`src/logic/synth_regs_cfg.svh`:
```
// Constants for the synthesizer calibration and test register slice
`ifndef SYNTH_REGS_CFG_SVH
`define SYNTH_REGS_CFG_SVH

// Register addresses on the serial port
`define ADDR_COARSE_TUNE    6'h25
`define ADDR_CAL_CONTROL    6'h26
`define ADDR_FACTORY_TEST   6'h29
`define ADDR_PROD_TEST      6'h2a
`define ADDR_TEST_C         6'h2c
`define ADDR_TEST_B         6'h2d
`define ADDR_TEST_A         6'h2e
`define ADDR_STATUS_BASE    6'h30
`define ADDR_PART_NUMBER    6'h30
`define ADDR_SILICON_REV    6'h31

// Field widths and the VCO-select bit position
`define COARSE_W            6
`define CONTROL_W           7
`define VCO_SEL_BIT         1

// Reset values
`define RST_COARSE_TUNE     6'h20
`define RST_CAL_CONTROL     7'h0d
`define RST_FACTORY_TEST    8'h57
`define RST_PROD_TEST       8'h7f
`define RST_TEST_C          8'h00
`define RST_TEST_B          8'h21
`define RST_TEST_A          8'h0b

// Production-test code that exposes the temperature sensor
`define TEMP_SENSOR_CODE    8'hbf

// Identity codes, values arbitrary
`define PART_ID_DEFAULT     8'h5a
`define REV_ID_DEFAULT      8'h0c

// Header byte layout
`define HDR_READ_BIT        7
`define HDR_BURST_BIT       6
`define LAST_BIT_INDEX      3'h7
`define ADDR_STEP           6'h01

`endif

```
`src/logic/synth_regs_pkg.sv`:
```
// Types shared by the synthesizer calibration and test register slice
`default_nettype none
`include "synth_regs_cfg.svh"

package synth_regs_pkg;

    typedef struct packed {
        logic [`COARSE_W-1:0]  coarseTune;
        logic [`CONTROL_W-1:0] calControl;
        logic [7:0]            factoryTest;
        logic [7:0]            productionTest;
        logic [7:0]            testC;
        logic [7:0]            testB;
        logic [7:0]            testA;
    } cfg_regs_s;

    typedef struct packed {
        logic       readNotWrite;
        logic       burst;
        logic [5:0] addr;
    } header_s;

    typedef enum logic [1:0] {
        PORT_IDLE   = 2'b00,
        PORT_HEADER = 2'b01,
        PORT_DATA   = 2'b11
    } port_state_e;

endpackage

`default_nettype wire

```
`src/logic/pin_sync.sv`:
```
// Two-flop synchroniser for asynchronous pin inputs
`timescale 1ns/1ps
`default_nettype none

module pin_sync #(
    parameter int WIDTH = 1
) (
    // Clock and reset
    input  wire logic             clock,
    input  wire logic             srst,
    // Pins and synchronised levels
    input  wire logic [WIDTH-1:0] pinIn,
    output var  logic [WIDTH-1:0] syncOut
);

    logic [WIDTH-1:0] stage1_reg;
    logic [WIDTH-1:0] stage1_next;
    logic [WIDTH-1:0] syncOut_next;

    always_comb begin
        stage1_next  = pinIn;
        syncOut_next = stage1_reg;
    end

    always_ff @(posedge clock) begin
        if (srst) begin
            stage1_reg <= '1;
            syncOut    <= '1;
        end else begin
            stage1_reg <= stage1_next;
            syncOut    <= syncOut_next;
        end
    end

endmodule

`default_nettype wire

```
`src/logic/synth_cal_test_regs.sv`:
```
// Synthesizer calibration, test and chip-id registers behind the serial port
//
// Overview of operation
// - Coarse-tune result is a 6-bit field, reset 0x20, top bits unused.
// - Writing saved results replaces calibration; synthesizer uses the written values, except that a calibration result in the same cycle wins.
// - Production-test value 0xBF exposes the temperature sensor while idle.
// - Third test register bit 1 enables VCO-selection calibration; resets to 1.
// - Calibration control is a 7-bit field, reset 0x0D, bit 7 reserved.
// - Part-number status register at 0x30, read with header 0xF0.
// - Silicon revision status register at 0x31, read with header 0xF1.
`timescale 1ns/1ps
`default_nettype none
`include "synth_regs_cfg.svh"

module synth_cal_test_regs #(
    parameter logic [7:0] PART_ID = `PART_ID_DEFAULT,
    parameter logic [7:0] REV_ID  = `REV_ID_DEFAULT
) (
    // Clock and reset
    input  wire logic                 clock,
    input  wire logic                 srst,
    // Serial configuration port pins
    input  wire logic                 sclkPin,
    input  wire logic                 chipSelectN,
    input  wire logic                 serialIn,
    output var  logic                 serialOut,
    output var  logic                 serialOutOe,
    // Calibration engine and radio state
    input  wire logic                 calUpdate,
    input  wire logic [`COARSE_W-1:0] calCoarseResult,
    input  wire logic                 radioIdle,
    // Settings to the synthesizer and test logic
    output var  logic [`COARSE_W-1:0]  vcoCoarseTune,
    output var  logic [`CONTROL_W-1:0] synthCalControl,
    output var  logic                  vcoSelectStageEnable,
    output var  logic [7:0]            synthFactoryTest,
    output var  logic [7:0]            productionTest,
    output var  logic [7:0]            testSettingsA,
    output var  logic [7:0]            testSettingsB,
    output var  logic [7:0]            testSettingsC,
    output var  logic                  tempSensorEnable
);

    // Pin synchronisation
    logic [2:0] pinsSync;
    logic       sclkSync;
    logic       csnSync;
    logic       siSync;

    pin_sync #(
        .WIDTH(3)
    ) u_pin_sync (
        .clock  (clock),
        .srst   (srst),
        .pinIn  ({sclkPin, chipSelectN, serialIn}),
        .syncOut(pinsSync)
    );

    assign sclkSync = pinsSync[2];
    assign csnSync  = pinsSync[1];
    assign siSync   = pinsSync[0];

    // Port state
    synth_regs_pkg::port_state_e state_reg;
    synth_regs_pkg::port_state_e state_next;
    synth_regs_pkg::header_s     header_reg;
    synth_regs_pkg::header_s     header_next;
    logic [2:0]                  bitCnt_reg;
    logic [2:0]                  bitCnt_next;
    logic [7:0]                  rxShift_reg;
    logic [7:0]                  rxShift_next;
    logic [7:0]                  txShift_reg;
    logic [7:0]                  txShift_next;
    logic                        sclkPrev_reg;
    logic                        sclkPrev_next;
    logic                        serialOut_next;
    logic                        serialOutOe_next;

    // Write request towards the register group
    logic                        wrEn;
    logic [5:0]                  wrAddr;
    logic [7:0]                  wrData;

    // Register group
    synth_regs_pkg::cfg_regs_s   regs_reg;
    synth_regs_pkg::cfg_regs_s   regs_next;
    logic                        tempSensorEnable_next;

    logic                        sclkRise;
    logic                        sclkFall;
    logic [7:0]                  rxByte;
    synth_regs_pkg::header_s     rxHeader;
    logic [5:0]                  nextAddr;

    assign sclkRise = sclkSync & ~sclkPrev_reg & ~csnSync;
    assign sclkFall = ~sclkSync & sclkPrev_reg & ~csnSync;
    assign rxByte   = {rxShift_reg[6:0], siSync};
    assign rxHeader = synth_regs_pkg::header_s'(rxByte);

    // Read data for one access
    function automatic logic [7:0] readValue(
        input synth_regs_pkg::header_s   hdr,
        input synth_regs_pkg::cfg_regs_s regs
    );
        logic [7:0] value;
        value = 8'h00;
        if (hdr.burst && hdr.addr >= `ADDR_STATUS_BASE) begin
            unique case (hdr.addr)
                `ADDR_PART_NUMBER: value = PART_ID;
                `ADDR_SILICON_REV: value = REV_ID;
                default:           value = 8'h00;
            endcase
        end else begin
            unique case (hdr.addr)
                `ADDR_COARSE_TUNE:  value = {2'h0, regs.coarseTune};
                `ADDR_CAL_CONTROL:  value = {1'h0, regs.calControl};
                `ADDR_FACTORY_TEST: value = regs.factoryTest;
                `ADDR_PROD_TEST:    value = regs.productionTest;
                `ADDR_TEST_C:       value = regs.testC;
                `ADDR_TEST_B:       value = regs.testB;
                `ADDR_TEST_A:       value = regs.testA;
                default:            value = 8'h00;
            endcase
        end
        return value;
    endfunction

    // Serial port: header, data bytes and read shift-out
    always_comb begin
        state_next       = state_reg;
        header_next      = header_reg;
        bitCnt_next      = bitCnt_reg;
        rxShift_next     = rxShift_reg;
        txShift_next     = txShift_reg;
        sclkPrev_next    = sclkSync;
        serialOut_next   = serialOut;
        serialOutOe_next = ~csnSync;
        wrEn             = 1'b0;
        wrAddr           = header_reg.addr;
        wrData           = rxByte;
        nextAddr         = header_reg.addr;
        if (csnSync) begin
            state_next     = synth_regs_pkg::PORT_IDLE;
            bitCnt_next    = 3'h0;
            txShift_next   = 8'h00;
            serialOut_next = 1'b0;
        end else begin
            unique case (state_reg)
                synth_regs_pkg::PORT_IDLE: begin
                    state_next  = synth_regs_pkg::PORT_HEADER;
                    bitCnt_next = 3'h0;
                end
                synth_regs_pkg::PORT_HEADER,
                synth_regs_pkg::PORT_DATA: begin
                    if (sclkRise) begin
                        rxShift_next = rxByte;
                        bitCnt_next  = bitCnt_reg + 3'h1;
                        if (bitCnt_reg == `LAST_BIT_INDEX) begin
                            if (state_reg == synth_regs_pkg::PORT_HEADER) begin
                                header_next = rxHeader;
                                state_next  = synth_regs_pkg::PORT_DATA;
                                if (rxHeader.readNotWrite) begin
                                    txShift_next = readValue(rxHeader, regs_reg);
                                end
                            end else begin
                                if (header_reg.burst && header_reg.addr < `ADDR_STATUS_BASE) begin
                                    nextAddr = header_reg.addr + `ADDR_STEP;
                                end
                                header_next.addr = nextAddr;
                                if (header_reg.readNotWrite) begin
                                    txShift_next = readValue(header_next, regs_reg);
                                end else begin
                                    wrEn = header_reg.addr < `ADDR_STATUS_BASE;
                                end
                            end
                        end
                    end else if (sclkFall) begin
                        serialOut_next = txShift_reg[7];
                        txShift_next   = {txShift_reg[6:0], 1'b0};
                    end
                end
            endcase
        end
    end

    always_ff @(posedge clock) begin
        if (srst) begin
            state_reg    <= synth_regs_pkg::PORT_IDLE;
            header_reg   <= '0;
            bitCnt_reg   <= 3'h0;
            rxShift_reg  <= 8'h00;
            txShift_reg  <= 8'h00;
            sclkPrev_reg <= 1'b0;
            serialOut    <= 1'b0;
            serialOutOe  <= 1'b0;
        end else begin
            state_reg    <= state_next;
            header_reg   <= header_next;
            bitCnt_reg   <= bitCnt_next;
            rxShift_reg  <= rxShift_next;
            txShift_reg  <= txShift_next;
            sclkPrev_reg <= sclkPrev_next;
            serialOut    <= serialOut_next;
            serialOutOe  <= serialOutOe_next;
        end
    end

    // Register group: host writes and calibration results
    always_comb begin
        regs_next = regs_reg;
        if (wrEn) begin
            unique case (wrAddr)
                `ADDR_COARSE_TUNE:  regs_next.coarseTune = wrData[`COARSE_W-1:0];
                `ADDR_CAL_CONTROL:  regs_next.calControl = wrData[`CONTROL_W-1:0];
                `ADDR_FACTORY_TEST: regs_next.factoryTest = wrData;
                `ADDR_PROD_TEST:    regs_next.productionTest = wrData;
                `ADDR_TEST_C:       regs_next.testC = wrData;
                `ADDR_TEST_B:       regs_next.testB = wrData;
                `ADDR_TEST_A:       regs_next.testA = wrData;
                default:            regs_next = regs_reg;
            endcase
        end
        if (calUpdate) begin
            regs_next.coarseTune = calCoarseResult;
        end
        tempSensorEnable_next = (regs_reg.productionTest == `TEMP_SENSOR_CODE) && radioIdle;
    end

    always_ff @(posedge clock) begin
        if (srst) begin
            regs_reg.coarseTune     <= `RST_COARSE_TUNE;
            regs_reg.calControl     <= `RST_CAL_CONTROL;
            regs_reg.factoryTest    <= `RST_FACTORY_TEST;
            regs_reg.productionTest <= `RST_PROD_TEST;
            regs_reg.testC          <= `RST_TEST_C;
            regs_reg.testB          <= `RST_TEST_B;
            regs_reg.testA          <= `RST_TEST_A;
            tempSensorEnable        <= 1'b0;
        end else begin
            regs_reg         <= regs_next;
            tempSensorEnable <= tempSensorEnable_next;
        end
    end

    assign vcoCoarseTune        = regs_reg.coarseTune;
    assign synthCalControl      = regs_reg.calControl;
    assign vcoSelectStageEnable = regs_reg.testA[`VCO_SEL_BIT];
    assign synthFactoryTest     = regs_reg.factoryTest;
    assign productionTest       = regs_reg.productionTest;
    assign testSettingsA        = regs_reg.testA;
    assign testSettingsB        = regs_reg.testB;
    assign testSettingsC        = regs_reg.testC;

endmodule

`default_nettype wire

```
`config.mk`:
```
export PLATFORM = sky130hd
export DESIGN_NAME = synth_cal_test_regs
export DESIGN_NICKNAME = d
export VERILOG_FILES = /design/src/logic/synth_regs_pkg.sv /design/src/logic/pin_sync.sv /design/src/logic/synth_cal_test_regs.sv
export VERILOG_INCLUDE_DIRS = /design/src /design/src/logic
export SDC_FILE = /design/constraint.sdc
export NUM_CORES = 1
export LEC_CHECK = 0
export ABC_AREA = 0
export ABC_CLOCK_PERIOD_IN_PS = 6100
export BUFFER_PORTS_ARGS = -buffer_cell sky130_fd_sc_hd__clkbuf_2
export CAP_MARGIN = 20
export CELL_PAD_IN_SITES_DETAIL_PLACEMENT = 1
export CELL_PAD_IN_SITES_GLOBAL_PLACEMENT = 2
export CORE_ASPECT_RATIO = 1.1
export CORE_MARGIN = 2
export CORE_UTILIZATION = 38
export CTS_CLUSTER_DIAMETER = 100
export DETAILED_ROUTE_END_ITERATION = 12
export GPL_ROUTABILITY_DRIVEN = 0
export PLACE_DENSITY_LB_ADDON = 0.3
export RECOVER_POWER = 50
export SYNTH_ARGS = -nofsm -noshare
export SYNTH_HDL_FRONTEND = slang
export SYNTH_SLANG_ARGS = --single-unit
```
`constraint.sdc`:
```
create_clock -name clock -period 6.1 [get_ports clock]
set_input_delay 1.22 -clock clock [delete_from_list [all_inputs] [get_ports clock]]
set_output_delay 1.22 -clock clock [all_outputs]
set_load 0.02 [all_outputs]
```
==> impl_metrics.ini <==
[critical_path]
crit_type = input port to register
worst-path-buf-inv = 2
critical_path_arrival_ps = 4140
cp-start-kind = input port
end_kind = register
required_ps = 6250
worstPathCellList = clkbuf_1 -> clkbuf_1 -> nor4_1 -> nand4_1 -> o22ai_1
path_max_fanout = 59
critPathTopFamily = buffers and inverters
cpPeakStageDelay_ps = 1760
critical_path_cell_count = 5
rr_worst_depth = 6
cp_slowest_cell = clkbuf_1
path_common_cell = clkbuf_1

[synthesis]
synth_area_leaders = dfxtp_1, mux2i_1, nor2_1
synth-xor-area-share = 0.00885
muxShareOfSynthArea = 0.116
synth_top_family_by_area = compound AO/OA/AOI/OAI gates
ys.flop_type = dfxtp_1
synth_compound_area_frac = 0.224
synth_area_per_cell_um2 = 8.68
yosysTopAreaCell = dfxtp_1
yosys.area_share.simple = 0.216
synth_fa_ha_area_frac = 0.0152
yosysWarnings = 0
synthCells = 570
synth_nets = 589
ys_ff_latch = 91
synthArstFlopShare = 0
synth_top_cell_area_share = 0.368
seq_area_frac_synth = 0.368
syn_area_um2 = 4950
synth-edff-count = 0
yosys.cell_types.count = 69

[pwr]
power.density_nw_per_um2 = 224
leakage_nw = 2.01
p_total_w = 0.00125
vdd_drop_max_mv = 0.159

[sta]
finalCritPeriodShare = 0.654
slew_headroom = -0.590
clock_skew_ps = 8.37
min_period_ps = 3990
tns_ps = 0
grt_setup_unrepaired = false
fmax_ghz = 0.251
worst_slew_pin_slew_ps = 2390
finalMaxSlewViolations = 60
hold_violations = 0
setup_viol = 0

[clocking]
cts.sinks = 91
cts_made_buffers = 9
clock_latency_ps = 360
hold_buffers = 0
cts.htree.levels = 3
cts_buffer_depth = 2
cts.clk_slew.worst_paths_ps = 70
postCtsSetupRepairBufs = 0
cts.repair.resized = 0
cts_tree = done
root_buffer = clkbuf_16

[detailed_routing]
wl_met2_mm = 9.09
met3_length_mm = 1.15
ant_nets = 0
wirelength_mm = 18.8
viasPerCell = 6.36
highest_layer = met4
vias = 4918
drc = 0
wire_per_inst_um = 24.4
firstDrtPassIters = 5
drt_iter0_markers = 354
wl_met1_mm = 7.70

[run_status]
violations = capacitance limit, slew limit
status = finished with violations

[placed_design]
portBuffers = 69
dp_hpwl_mm = 13.7

[die]
ios = 70
dieArea_um2 = 13900
rows = 43
start_util = 0.391
chipHeight_um = 124
die_w_um = 113
core_area_um2 = 12600

[finish]
layout-drive-gt1-share = 0.0909
n_antenna_cell = 0
synthToLayoutAreaGrowth_pct = 12.5
layout.nets = 630

[global_routing]
antenna_found_initial = 0
grt_max_degree = 60
grt_pass1_vias = 4878
grt.overflow.total = 0
grt.total_usage = 0.270
grt_pass1_wl_mm = 28.8

[run]
cap_violations = 1

[min_path]
hold_path_depth = 1
hp-class = register to register
-- synthesized netlist by cell type (9+ instances only) --
master	number
a211o_1	20
a21oi_1	22
a22oi_1	24
buf_2	12
clkbuf_1	27
dfxtp_1	91
inv_1	13
mux2i_1	49
nand2_1	25
nand3_1	14
nand4_1	9
nor2_1	82
nor2b_1	12
nor3_1	22
o21ai_0	9
-- per-stage QoR --
stage	hold WS [ps]	cell area, um2	cells	util	setup WS [ps]
final	422	5570	773	0.440	2110
after global routing	438	5570	773	0.440	1720
after CTS	426	5650	773	0.447	3110
after detailed placement	409	5320	757	0.421	3130
after global placement	392	5320	757	0.421	3190
after floorplan	389	4950	570	-	3570
-- layer usage --
layer	track usage	up-vias
met2	0.459	241
li1	-	2209
met3	0.0384	56
met1	0.333	2412
met4	0.145	0
met5	0	-
-- layout by cell type, fill, tap and decap left out, drive strengths merged, types with 4 or more instances in the layout --
master and n:
a221oi 8, nor2 82, or2 6, a211o 20
inv 13, a222oi 6, mux2i 49, nand3 17
o22ai 5, nand4 11, nor4 6, a21oi 22
a22oi 24, nor3 22, o21ai 17, a31oi 8
nand2 25, nor2b 12, nand2b 8, dfxtp 91
o211ai 4, clkbuf 82, ha 6, mux2 7
clkinv 4, a211oi 9
-- worst paths after layout --
kind                                            start                                to  slack [ps]
setup reg to reg     u_pin_sync.syncOut[1]$_SDFF_PP1_     testSettingsA[6]$_SDFFE_PP0P_        3090
hold / removal    u_pin_sync.stage1_reg[0]$_SDFF_PP1_  u_pin_sync.syncOut[0]$_SDFF_PP1_         420
hold reg to reg   u_pin_sync.stage1_reg[0]$_SDFF_PP1_  u_pin_sync.syncOut[0]$_SDFF_PP1_         420
setup / recovery                                 srst     vcoCoarseTune[4]$_SDFFE_PP0P_        2110
-- cells by family after synthesis --
logic type,count (synthesis)
AND/OR/NAND/NOR,205
multiplexers,56
flip-flops,91
AO/OA/AOI/OAI,150
adder cells (fa/ha/maj),6
XOR/XNOR,5
buffers and inverters,57
-- area by class of cell --
type                    count  area, um2
inverters                  13       48.8
fillers                  1532       7080
clock buffers              11        253
well taps                 157        196
repair buffers             74        305
multi-input cells         422       2870
clock inverters             5       72.6
flip-flops and latches     91       1820
-- power breakdown --
part	switching (W)	internal, W
combinational	0.0000234	0.0000118
clock	0.000262	0.000346
sequential	0.00000703	0.000599
total	0.000293	0.000956
No activity file was read; power rests on OpenSTA's default activity.
